<file path="src/common/clock_gate_map.vh">
// offsets, field positions and reset values of the clock gate bank
// assumes a 32-bit register bus decoding a 12-bit byte offset
`ifndef CLOCK_GATE_MAP_VH
`define CLOCK_GATE_MAP_VH

// ------------------------------------------------------------
// addressing
// ------------------------------------------------------------
`define CG_BASE_ADDR 32'h400fe000
`define CG_ADDR_W 12
`define CG_OFS_RUN_CFG 12'h060
`define CG_OFS_RUN_GATE 12'h108
`define CG_OFS_SLEEP_GATE 12'h118
`define CG_OFS_DEEP_GATE 12'h128
`define CG_OFS_IRQ_STATUS 12'h150
`define CG_OFS_IRQ_MASK 12'h154
`define CG_OFS_APPLIED 12'h158

// ------------------------------------------------------------
// gate register layout
// ------------------------------------------------------------
`define CG_GATE_RESET 32'h00000000
`define CG_GATE_WR_MASK 32'h5000007f
`define CG_PHY_BIT 30
`define CG_MAC_BIT 28
`define CG_PORT_MSB 6
`define CG_PORT_LSB 0
`define CG_UNITS 9

// ------------------------------------------------------------
// run clock configuration and interrupt layout
// ------------------------------------------------------------
`define CG_AUTO_GATE_BIT 27
`define CG_CFG_WR_MASK 32'h08000000
`define CG_IRQ_WR_MASK 32'h00000007
`define CG_EVT_FAULT 0
`define CG_EVT_SLEEP 1
`define CG_EVT_DEEP 2
`define CG_MODE_SLEEP_BIT 16
`define CG_MODE_DEEP_BIT 17

// ------------------------------------------------------------
// bus answers
// ------------------------------------------------------------
`define CG_RESP_OKAY 2'h0
`define CG_RESP_SLVERR 2'h2

`endif

</file>
<file path="src/verilog/gate_reg_word.v">
// one software-writable 32-bit register with byte enables
// assumes writes are single-cycle strobes already qualified by the bus
`timescale 1ns/1ps
module gate_reg_word #(
    parameter [31:0] WR_MASK = 32'hffffffff,
    parameter [31:0] RESET_VALUE = 32'h00000000
) (
    input wire ref_clk_in,
    input wire rst_n_in,
    input wire ce_in,
    input wire wr_in,
    input wire [31:0] data_in,
    input wire [3:0] be_in,
    output wire [31:0] q_out
);
    reg [31:0] word_q;
    reg [31:0] word_d;
    integer i;

    // byte lanes merge; bits outside the mask stay at reset value
    always @* begin
        word_d = word_q;
        for (i = 0; i < 4; i = i + 1) begin
            if (be_in[i]) begin
                word_d[i*8 +: 8] = data_in[i*8 +: 8];
            end
        end
        word_d = (word_d & WR_MASK) | (RESET_VALUE & ~WR_MASK);
    end

    // storage
    always @(posedge ref_clk_in or negedge rst_n_in) begin
        if (!rst_n_in) begin
            word_q <= RESET_VALUE;
        end else if (ce_in && wr_in) begin
            word_q <= word_d;
        end
    end

    assign q_out = word_q;
endmodule // gate_reg_word

</file>
<file path="src/verilog/unit_access_guard.v">
// bus-fault answer for one gated unit
// assumes the unit select is a level held by the system bus for the access
`timescale 1ns/1ps
module unit_access_guard (
    input wire ref_clk_in,
    input wire rst_n_in,
    input wire ce_in,
    input wire access_in,
    input wire clock_enable_in,
    output wire fault_out
);
    reg fault_q;

    // an access to an unclocked unit becomes a fault one cycle later
    always @(posedge ref_clk_in or negedge rst_n_in) begin
        if (!rst_n_in) begin
            fault_q <= 1'b0;
        end else if (ce_in) begin
            fault_q <= access_in & ~clock_enable_in;
        end
    end

    assign fault_out = fault_q;
endmodule // unit_access_guard

</file>
<file path="src/verilog/deep_sleep_clock_gate_bank.v">
// clock gate bank: run, sleep and deep-sleep enables for nine units
// assumes an avalon-mm master with waitrequest and synchronous inputs
`timescale 1ns/1ps
`include "clock_gate_map.vh"

module deep_sleep_clock_gate_bank (
    input wire ref_clk_in,
    input wire rst_n_in,
    input wire ce_in,
    // avalon-mm slave
    input wire [11:0] avs_address_in,
    input wire avs_read_in,
    input wire avs_write_in,
    input wire [31:0] avs_writedata_in,
    input wire [3:0] avs_byteenable_in,
    output wire avs_waitrequest_out,
    output wire [31:0] avs_readdata_out,
    output wire [1:0] avs_response_out,
    // power state of the system
    input wire sleep_in,
    input wire deep_sleep_in,
    // unit accesses and answers, index 0..6 ports a..g, 7 mac, 8 phy
    input wire [8:0] unit_access_in,
    output wire [8:0] unit_fault_out,
    output wire [8:0] unit_clock_enable_out,
    // interrupt
    output wire irq_out
);

    // ------------------------------------------------------------
    // bus handshake
    // ------------------------------------------------------------
    wire ack;
    reg [31:0] rdata_q;
    reg [1:0] resp_q;
    wire req;
    wire accept;
    wire wr_stb;

    assign req = avs_read_in | avs_write_in;
    // one wait cycle, then the request is taken at the next edge
    assign avs_waitrequest_out = req & ~(ack & ce_in);
    assign accept = req & ack & ce_in;
    assign wr_stb = avs_write_in & accept;

    // one-hot handshake: a request waits one cycle, then is answered
    localparam [1:0] HS_IDLE = 2'b01;
    localparam [1:0] HS_ANSWER = 2'b10;
    reg [1:0] hs_q;
    reg [1:0] hs_d;

    // next handshake state; the answer never lasts past one cycle
    always @* begin
        case (hs_q)
            HS_IDLE: begin
                hs_d = req ? HS_ANSWER : HS_IDLE;
            end
            HS_ANSWER: begin
                hs_d = HS_IDLE;
            end
            default: begin
                hs_d = HS_IDLE;
            end
        endcase
    end

    // handshake state, frozen while the clock enable is low
    always @(posedge ref_clk_in or negedge rst_n_in) begin
        if (!rst_n_in) begin
            hs_q <= HS_IDLE;
        end else if (ce_in) begin
            hs_q <= hs_d;
        end
    end

    // ack marks the single cycle in which the answer stands
    assign ack = (hs_q == HS_ANSWER);

    // ------------------------------------------------------------
    // address decode
    // ------------------------------------------------------------
    wire hit_cfg;
    wire hit_run;
    wire hit_sleep;
    wire hit_deep;
    wire hit_stat;
    wire hit_mask;
    wire hit_appl;
    wire hit_any;

    // exact decode of the full byte offset, low two bits included
    assign hit_cfg = (avs_address_in == `CG_OFS_RUN_CFG);
    assign hit_run = (avs_address_in == `CG_OFS_RUN_GATE);
    assign hit_sleep = (avs_address_in == `CG_OFS_SLEEP_GATE);
    assign hit_deep = (avs_address_in == `CG_OFS_DEEP_GATE);
    assign hit_stat = (avs_address_in == `CG_OFS_IRQ_STATUS);
    assign hit_mask = (avs_address_in == `CG_OFS_IRQ_MASK);
    assign hit_appl = (avs_address_in == `CG_OFS_APPLIED);
    assign hit_any = hit_cfg | hit_run | hit_sleep | hit_deep |
        hit_stat | hit_mask | hit_appl;

    // ------------------------------------------------------------
    // gate and configuration registers
    // ------------------------------------------------------------
    wire [31:0] run_gate_q;
    wire [31:0] sleep_gate_q;
    wire [31:0] deep_gate_q;
    wire [31:0] cfg_q;
    wire [31:0] irq_mask_q;

    // run-mode enables
    gate_reg_word #(
        .WR_MASK(`CG_GATE_WR_MASK),
        .RESET_VALUE(`CG_GATE_RESET)
    ) run_gate_reg (
        .ref_clk_in(ref_clk_in),
        .rst_n_in(rst_n_in),
        .ce_in(ce_in),
        .wr_in(wr_stb & hit_run),
        .data_in(avs_writedata_in),
        .be_in(avs_byteenable_in),
        .q_out(run_gate_q)
    );

    // sleep-mode enables
    gate_reg_word #(
        .WR_MASK(`CG_GATE_WR_MASK),
        .RESET_VALUE(`CG_GATE_RESET)
    ) sleep_gate_reg (
        .ref_clk_in(ref_clk_in),
        .rst_n_in(rst_n_in),
        .ce_in(ce_in),
        .wr_in(wr_stb & hit_sleep),
        .data_in(avs_writedata_in),
        .be_in(avs_byteenable_in),
        .q_out(sleep_gate_q)
    );

    // deep-sleep enables; reserved bits forced to zero by the mask
    gate_reg_word #(
        .WR_MASK(`CG_GATE_WR_MASK),
        .RESET_VALUE(`CG_GATE_RESET)
    ) deep_gate_reg (
        .ref_clk_in(ref_clk_in),
        .rst_n_in(rst_n_in),
        .ce_in(ce_in),
        .wr_in(wr_stb & hit_deep),
        .data_in(avs_writedata_in),
        .be_in(avs_byteenable_in),
        .q_out(deep_gate_q)
    );

    // run clock configuration, only the auto gating bit is held here
    gate_reg_word #(
        .WR_MASK(`CG_CFG_WR_MASK),
        .RESET_VALUE(32'h00000000)
    ) cfg_reg (
        .ref_clk_in(ref_clk_in),
        .rst_n_in(rst_n_in),
        .ce_in(ce_in),
        .wr_in(wr_stb & hit_cfg),
        .data_in(avs_writedata_in),
        .be_in(avs_byteenable_in),
        .q_out(cfg_q)
    );

    // interrupt mask, same layout as the status
    gate_reg_word #(
        .WR_MASK(`CG_IRQ_WR_MASK),
        .RESET_VALUE(32'h00000000)
    ) irq_mask_reg (
        .ref_clk_in(ref_clk_in),
        .rst_n_in(rst_n_in),
        .ce_in(ce_in),
        .wr_in(wr_stb & hit_mask),
        .data_in(avs_writedata_in),
        .be_in(avs_byteenable_in),
        .q_out(irq_mask_q)
    );

    // ------------------------------------------------------------
    // enable selection by power state
    // ------------------------------------------------------------
    wire auto_gate;
    reg [31:0] sel_gate;
    reg [8:0] enable_q;
    reg [8:0] enable_d;

    assign auto_gate = cfg_q[`CG_AUTO_GATE_BIT];

    localparam [2:0] SEL_RUN = 3'b001;
    localparam [2:0] SEL_SLEEP = 3'b010;
    localparam [2:0] SEL_DEEP = 3'b100;
    reg [2:0] sel_code;

    // deep sleep wins over sleep; without auto gating run applies
    always @* begin
        if (auto_gate && deep_sleep_in) begin
            sel_code = SEL_DEEP;
        end else if (auto_gate && sleep_in) begin
            sel_code = SEL_SLEEP;
        end else begin
            sel_code = SEL_RUN;
        end
    end

    // one-hot pick of the gate word applied now
    always @* begin
        case (sel_code)
            SEL_DEEP: begin
                sel_gate = deep_gate_q;
            end
            SEL_SLEEP: begin
                sel_gate = sleep_gate_q;
            end
            default: begin
                sel_gate = run_gate_q;
            end
        endcase
    end

    // compress the register layout onto unit order
    always @* begin
        enable_d[6:0] = sel_gate[`CG_PORT_MSB:`CG_PORT_LSB];
        enable_d[7] = sel_gate[`CG_MAC_BIT];
        enable_d[8] = sel_gate[`CG_PHY_BIT];
    end

    // registered enables for the unit clock gates, all off after reset
    always @(posedge ref_clk_in or negedge rst_n_in) begin
        if (!rst_n_in) begin
            enable_q <= 9'h000;
        end else if (ce_in) begin
            enable_q <= enable_d;
        end
    end

    // the units stay unclocked until software enables them
    assign unit_clock_enable_out = enable_q;

    // ------------------------------------------------------------
    // access guards
    // ------------------------------------------------------------
    genvar g;

    generate
        for (g = 0; g < `CG_UNITS; g = g + 1) begin : guard
            unit_access_guard guard_inst (
                .ref_clk_in(ref_clk_in),
                .rst_n_in(rst_n_in),
                .ce_in(ce_in),
                .access_in(unit_access_in[g]),
                .clock_enable_in(enable_q[g]),
                .fault_out(unit_fault_out[g])
            );
        end
    endgenerate

    // ------------------------------------------------------------
    // events and interrupt
    // ------------------------------------------------------------
    reg sleep_prev_q;
    reg deep_prev_q;
    reg [2:0] irq_stat_q;
    wire [2:0] evt;
    wire [2:0] clr;

    // previous power state for entry detection
    always @(posedge ref_clk_in or negedge rst_n_in) begin
        if (!rst_n_in) begin
            sleep_prev_q <= 1'b0;
            deep_prev_q <= 1'b0;
        end else if (ce_in) begin
            sleep_prev_q <= sleep_in;
            deep_prev_q <= deep_sleep_in;
        end
    end

    assign evt[`CG_EVT_FAULT] = |unit_fault_out;
    assign evt[`CG_EVT_SLEEP] = sleep_in & ~sleep_prev_q;
    assign evt[`CG_EVT_DEEP] = deep_sleep_in & ~deep_prev_q;
    assign clr = (wr_stb & hit_stat & avs_byteenable_in[0]) ?
        avs_writedata_in[2:0] : 3'h0;

    // sticky status, write one clears, a new event beats the clear
    always @(posedge ref_clk_in or negedge rst_n_in) begin
        if (!rst_n_in) begin
            irq_stat_q <= 3'h0;
        end else if (ce_in) begin
            irq_stat_q <= (irq_stat_q & ~clr) | evt;
        end
    end

    assign irq_out = |(irq_stat_q & irq_mask_q[2:0]);

    // ------------------------------------------------------------
    // read data and response
    // ------------------------------------------------------------
    reg [31:0] rd_mux;

    // read path; reserved bits come back as zero
    always @* begin
        rd_mux = 32'h00000000;
        if (hit_cfg) begin
            rd_mux = cfg_q;
        end else if (hit_run) begin
            rd_mux = run_gate_q;
        end else if (hit_sleep) begin
            rd_mux = sleep_gate_q;
        end else if (hit_deep) begin
            rd_mux = deep_gate_q & `CG_GATE_WR_MASK;
        end else if (hit_stat) begin
            rd_mux[2:0] = irq_stat_q;
        end else if (hit_mask) begin
            rd_mux = irq_mask_q;
        end else if (hit_appl) begin
            rd_mux[`CG_PORT_MSB:`CG_PORT_LSB] = enable_q[6:0];
            rd_mux[`CG_MAC_BIT] = enable_q[7];
            rd_mux[`CG_PHY_BIT] = enable_q[8];
            rd_mux[`CG_MODE_SLEEP_BIT] = sleep_in;
            rd_mux[`CG_MODE_DEEP_BIT] = deep_sleep_in;
        end
    end

    // answer is captured in the wait cycle and stands when taken
    always @(posedge ref_clk_in or negedge rst_n_in) begin
        if (!rst_n_in) begin
            rdata_q <= 32'h00000000;
            resp_q <= `CG_RESP_OKAY;
        end else if (ce_in && req && !ack) begin
            rdata_q <= avs_read_in ? rd_mux : 32'h00000000;
            resp_q <= hit_any ? `CG_RESP_OKAY : `CG_RESP_SLVERR;
        end
    end

    assign avs_readdata_out = rdata_q;
    assign avs_response_out = resp_q;

endmodule // deep_sleep_clock_gate_bank

</file>
<file path="config.mk">
export PLATFORM = sky130hd
export DESIGN_NAME = deep_sleep_clock_gate_bank
export DESIGN_NICKNAME = d
export VERILOG_FILES = /design/src/verilog/gate_reg_word.v /design/src/verilog/unit_access_guard.v /design/src/verilog/deep_sleep_clock_gate_bank.v
export VERILOG_INCLUDE_DIRS = /design/src /design/src/common
export SDC_FILE = /design/constraint.sdc
export NUM_CORES = 1
export LEC_CHECK = 0
export ABC_AREA = 1
export BUFFER_PORTS_ARGS = -buffer_cell sky130_fd_sc_hd__buf_2
export CORE_MARGIN = 1.5
export CORE_UTILIZATION = 30
export DETAILED_ROUTE_END_ITERATION = 16
export PLACE_DENSITY = 0.52
export SYNTH_ARGS = -nofsm -noshare
export SYNTH_HDL_FRONTEND = slang
export SYNTH_HIERARCHICAL = 1
export SYNTH_SLANG_ARGS = --single-unit
</file>
<file path="constraint.sdc">
create_clock -name ref_clk_in -period 4.2 [get_ports ref_clk_in]
set_clock_uncertainty 0.05 [all_clocks]
set_input_delay 0.42 -clock ref_clk_in [delete_from_list [all_inputs] [get_ports ref_clk_in]]
set_output_delay 0.42 -clock ref_clk_in [all_outputs]
set_load 0.005 [all_outputs]
</file>
==> flow_metrics.env, run 1 <==
export IMPL_outcome="finished, final reports clean"
export IMPL_path_max_fanout=73
export IMPL_wire_per_inst_um=13.1
export IMPL_diodes=0
export IMPL_instances_no_fill=1251
export IMPL_cts_tree="yes"
export IMPL_drive_above_1_share_pct=15.7
export IMPL_clk_pin_slew_ns=0.08
export IMPL_dieArea_um2=21700
export IMPL_hold_viol_final=0
export IMPL_syn_cell_area_um2=6240
export IMPL_firstDrtPassIters=4
export IMPL_dr_total_vias=5307
export IMPL_grt_use_total_pct=16.0
export IMPL_r2r_setup_slack_ns=2.26
export IMPL_end_kind="primary output"
export IMPL_remaining_drc_errors=0
export IMPL_viasPerCell=4.24
export IMPL_start_util_pct=30.7
export IMPL_crit_type="primary input to primary output"
export IMPL_finalPower_w=0.00187
export IMPL_grt_pass1_wl_mm=27.0
export IMPL_yosysWarnings=6
export IMPL_cts_inserted_buffers=9
export IMPL_root_buffer="clkbuf_16"
export IMPL_tightestPinTransition_ns=1.07
export IMPL_die_h_um=147
export IMPL_dp_cells=1236
export IMPL_rows=52
export IMPL_slew_headroom_pct=28.2
export IMPL_layout_min_cycle_time_ns=2.03
export IMPL_crit_chain="buf_2 > buf_4 > nand2_1 > o21ai_0 > inv_1 > buf_2"
export IMPL_rsz0062_at_grt="no"
export IMPL_grt_overflow=0
export IMPL_crit_path_start_kind="primary input"
export IMPL_fp_dieW_um=147
export IMPL_drv_cap=0
export IMPL_cts_resized=0
export IMPL_period_share_pct=48.3
export IMPL_reg2reg_depth=5
export IMPL_hold_class="primary input to async pin"
export IMPL_totalWireLength_mm=16.4
export IMPL_max_stage_delay_ns=0.62
export IMPL_cp_slowest_cell="buf_4"
export IMPL_cts_sinks=89
export IMPL_hold_buffers=0
export IMPL_powerDensity_nw_per_um2=277
export IMPL_io_pins=118
export IMPL_drtAntennaViolNets=0
export IMPL_setup_viol_count_final=0
export IMPL_dp_hpwl_mm=11.9
export IMPL_gp_congestion=0.841
export IMPL_syn_area_per_cell_um2=6.88
export IMPL_drt_initial_drc_count=382
export IMPL_r2r_end="avs_readdata_out[27]"
export IMPL_htreeDepth=3
export IMPL_reg2reg_from="hs_q[0]"
export IMPL_p_leak_nw=3.69
export IMPL_setup_ws_ns=2.17
export IMPL_fmax_ghz=0.493
export IMPL_critPathRequiredTime_ns=3.73
export IMPL_fin_nets=1041
export IMPL_setup_tns_ns=0
export IMPL_grt_start_max_net_pins=74
export IMPL_pre_cts_ws_ns=1.86
export IMPL_syn_inst=907
export IMPL_clock_latency_ns=0.36
export IMPL_slew_viol_final=0
export IMPL_area_growth_pct=8.56
export IMPL_portBuffers=92
export IMPL_grt_pass1_vias=4936
export IMPL_antenna_found_initial=0
export IMPL_whs_ns=0.104
export IMPL_peakVddDrop_mv=0.173
export IMPL_crit_top_cell="buf_2"
export IMPL_crit_arrival_ns=1.56
export IMPL_post_cts_buffers=0
export IMPL_clockBufferDepth=2
export IMPL_design_core_area_um2=20300
==> registers in the layout, indices dropped and copies added (netlist names) <==
signal / flops
avs_readdata_out: 32
avs_response_out: 1
cfg_reg/q_out: 1
deep_gate_reg/q_out: 9
deep_prev_q: 1
guard.guard_inst/fault_out: 9
hs_q: 2
irq_mask_reg/q_out: 3
irq_stat_q: 3
run_gate_reg/q_out: 9
sleep_gate_reg/q_out: 9
sleep_prev_q: 1
unit_clock_enable_out: 9
==> power by group <==
part / internal (W) / total, W / leakage, nW / switching, W
Combinational: 0.0000563 / 0.000191 / 2.36 / 0.000135
Clock: 0.000407 / 0.000788 / 0.137 / 0.000381
Sequential: 0.000878 / 0.000894 / 1.20 / 0.0000162
==> cell type report <==
class / instances / area [um^2]
Inverter: 71 / 267
Clock inverter: 6 / 48.8
Fill cell: 2259 / 13500
Timing Repair Buffer: 102 / 538
Tap cell: 270 / 338
Clock buffer: 9 / 225
Multi-Input combinational cell: 704 / 3130
Sequential cell: 89 / 2230
==> per-layer routing <==
metal  global-route usage (%)  vias up  routed length, um
li1                         -     2852                  -
met1                     23.6     2359               8390
met5                        0        -                  0
met2                     23.6       83               7170
met3                     2.55       13                692
met4                     5.25        0                176
==> layout by cell type (no fill, tap or decap), types with 2 or more instances in the layout <==
master	n
nand2_1	290
conb_1	107
buf_2	91
dfrtp_1	88
nand3_1	73
inv_1	60
nor2_1	58
o21ai_1	57
nand4_1	35
o21ai_0	34
buf_4	11
inv_2	10
nor2_2	9
clkbuf_16	9
a21oi_1	6
nand2_2	5
nor2_4	5
nand3_2	5
a221oi_1	5
inv_6	4
nor4_1	3
nor3_1	3
a32o_1	2
o2111ai_1	2
==> worst max-delay path, delay by kind of cell <==
family | cells | cell delay (ns)
buffers and inverters | 4 | 0.93
AND/OR/NAND/NOR | 1 | 0.10
AO/OA/AOI/OAI | 1 | 0.09
==> per-stage QoR <==
| step | area [um^2] | util, % |
|---|---|---|
| 3_5_place_dp | 6500 | 32.0 |
| 3_3_place_gp | 6500 | 32.0 |
| 6_report | 6770 | 33.4 |
| 4_1_cts | 6770 | 33.4 |
| 5_1_grt | 6770 | 33.4 |
| 2_1_floorplan | 6620 | - |
==> worst max path at each step <==
stage                       from                     end  slack, ns  cells after the start
2_1_floorplan  avs_address_in[9]  run_gate_reg/q_out[28]       2.35                     11
3_5_place_dp               ce_in    avs_readdata_out[31]       1.86                      8
5_1_grt                  hs_q[0]     avs_readdata_out[7]       1.98                      5
6_report                   ce_in     avs_waitrequest_out       2.17                      6
4_1_cts                    ce_in     avs_waitrequest_out       2.15                      6
3_3_place_gp               ce_in    avs_readdata_out[27]       1.89                      8
(Power assumes the default switching activity.)
==> run 2, diff against run 1 <==
- clock period: 4.2 -> 1.9 ns (I/O delays scaled with it)
==> run 2 against run 1 <==
- via count rose by 1.5%
- worst setup slack got worse by 2.0 ns
- sequential share of layout area shrank 1.3 points
- critical path type is now flip-flop to flip-flop
- count of clock-buffer cells in the layout rose by 1
- die area stayed put
- global-route usage is 0.24 points higher
- highest routed layer unchanged
- clock power is 150% higher
- non-clock buffer count grew 21
- wire length grew 1.5%
- combinational power rose by 140%
- critical path depth increased by 2
- sequential cell count unchanged
==> flow_metrics.env, run 2 (synthesized netlist as in run 1, its figures left out) <==
export IMPL_instances_no_fill=1273
export IMPL_fp_dieW_um=147
export IMPL_htreeDepth=3
export IMPL_start_util_pct=30.7
export IMPL_antenna_found_initial=0
export IMPL_layout_min_cycle_time_ns=1.74
export IMPL_root_buffer="clkbuf_16"
export IMPL_clockBufferDepth=2
export IMPL_hold_start="unit_access_in[1]"
export IMPL_portBuffers=92
export IMPL_wire_per_inst_um=13.1
export IMPL_p_leak_nw=3.83
export IMPL_fin_nets=1062
export IMPL_period_share_pct=91.7
export IMPL_crit_arrival_ns=1.94
export IMPL_crit_chain="inv_1 > nor2_1 > nand3_2 > nor4_1 > buf_4 > nand3_2 > nand2_1 > nand2_1"
export IMPL_area_growth_pct=12.9
export IMPL_powerDensity_nw_per_um2=623
export IMPL_design_core_area_um2=20300
export IMPL_cts_tree="yes"
export IMPL_cp_slowest_cell="dfrtp_1"
export IMPL_drtAntennaViolNets=0
export IMPL_fmax_ghz=0.574
export IMPL_setup_viol_count_final=0
export IMPL_dp_hpwl_mm=12.3
export IMPL_grt_pass1_wl_mm=27.7
export IMPL_firstDrtPassIters=5
export IMPL_slew_headroom_pct=62.4
export IMPL_setup_tns_ns=0
export IMPL_diodes=0
export IMPL_startpoint="hs_q[1]"
export IMPL_drv_cap=0
export IMPL_final_cell_mix="nand2_1 (290), conb_1 (107), buf_2 (91), dfrtp_1 (88), nand3_1 (72)"
export IMPL_totalWireLength_mm=16.7
export IMPL_layout_commonest_cell="nand2_1"
export IMPL_remaining_drc_errors=0
export IMPL_path_buf_inv=2
export IMPL_drive_above_1_share_pct=17.5
export IMPL_viasPerCell=4.23
export IMPL_grt_overflow=0
export IMPL_reg2reg_from="hs_q[1]"
export IMPL_outcome="finished, final reports clean"
export IMPL_peakVddDrop_mv=0.402
export IMPL_slew_viol_final=0
export IMPL_setup_ws_ns=0.157
export IMPL_hold_viol_final=0
export IMPL_critPathRequiredTime_ns=2.09
export IMPL_path_max_fanout=7
export IMPL_clk_pin_slew_ns=0.07
export IMPL_crit_path_start_kind="flip-flop"
export IMPL_finalPower_w=0.00439
export IMPL_dieArea_um2=21700
export IMPL_end_kind="flip-flop"
export IMPL_crit_type="flip-flop to flip-flop"
export IMPL_cts_sinks=89
export IMPL_largest_register_ffs=32
export IMPL_grt_use_total_pct=16.2
export IMPL_pre_cts_ws_ns=0.0674
export IMPL_dp_cells=1253
export IMPL_io_pins=118
export IMPL_rows=52
export IMPL_max_stage_delay_ns=0.34
export IMPL_worst_path_dominant_cell_family="simple AND/OR/NAND/NOR gates"
export IMPL_cts_inserted_buffers=9
export IMPL_tightestPinTransition_ns=0.561
export IMPL_whs_ns=0.00602
export IMPL_clock_latency_ns=0.35
export IMPL_gp_congestion=0.882
export IMPL_grt_pass1_vias=5066
export IMPL_hold_class="primary input to flip-flop"
export IMPL_die_h_um=147
export IMPL_grt_start_max_net_pins=72
export IMPL_drt_initial_drc_count=321
export IMPL_dr_total_vias=5386
==> run 2: cell count changes in the layout (fill, tap and decap cells not counted), sizes merged <==
cell         before  now
bufinv            0    1
clkinv            3    2
clkbuf            9   10
dlygate4sd3       0    2
buf             102  121
==> run 2: final timing paths <==
check                                           endpoint  slack [ns]  depth (start not counted)
min in group asynchronous       sleep_gate_reg/q_out[30]        0.22                          2
max                                run_gate_reg/q_out[2]        0.16                          8
min reg2reg                                irq_stat_q[2]        0.41                          1
max reg2reg                        run_gate_reg/q_out[2]        0.16                          8
min                        guard[1].guard_inst/fault_out       0.006                          3
max in group asynchronous           avs_readdata_out[29]        0.97                          3
==> run 2: area by class of cell <==
class                   instances  area, um^2
fillers                      2280       13300
inverters                      71         267
repair buffers                123         751
clock buffers                  10         239
multi-input cells             704        3140
well taps                     270         338
flip-flops and latches         89        2230
clock inverters                 6        81.3
==> run 2: per-layer routing <==
layer | global-route usage, % | vias up | part of all wire (%)
li1 | - | 2889 | -
met1 | 24.1 | 2393 | 51
met2 | 23.9 | 98 | 43
met3 | 3.35 | 6 | 4.7
met4 | 3.65 | 0 | 0.83
met5 | 0 | - | 0
==> run 2: worst reg2reg max path: stages (launching register included) <==
cell and delay [ns]:
dfrtp_1 0.34, inv_1 0.07, nor2_1 0.17, nand3_2 0.20, nor4_1 0.27, buf_4 0.21, nand3_2 0.16, nand2_1 0.11
nand2_1 0.05
==> run 2: repair_timing <==
action	4_1_cts	5_1_grt
buffers inserted	0	2
endpoints found under the hold margin	33	0
gates resized for setup	0	2
hold buffers	2	0
setup endpoints to repair	0	14
==> run 2: metrics by stage <==
step / util (%) / instance area (um^2)
finish: 34.7 / 7040
global route: 34.7 / 7040
global placement: 32.9 / 6680
CTS: 34.6 / 7020
floorplan: - / 6620
detailed placement: 32.9 / 6680
==> run 2: where the power goes <==
group | switching, W | internal [W]
combinational | 0.000307 | 0.000144
clock | 0.000870 | 0.00109
sequential | 0.0000363 | 0.00194
total | 0.00121 | 0.00318
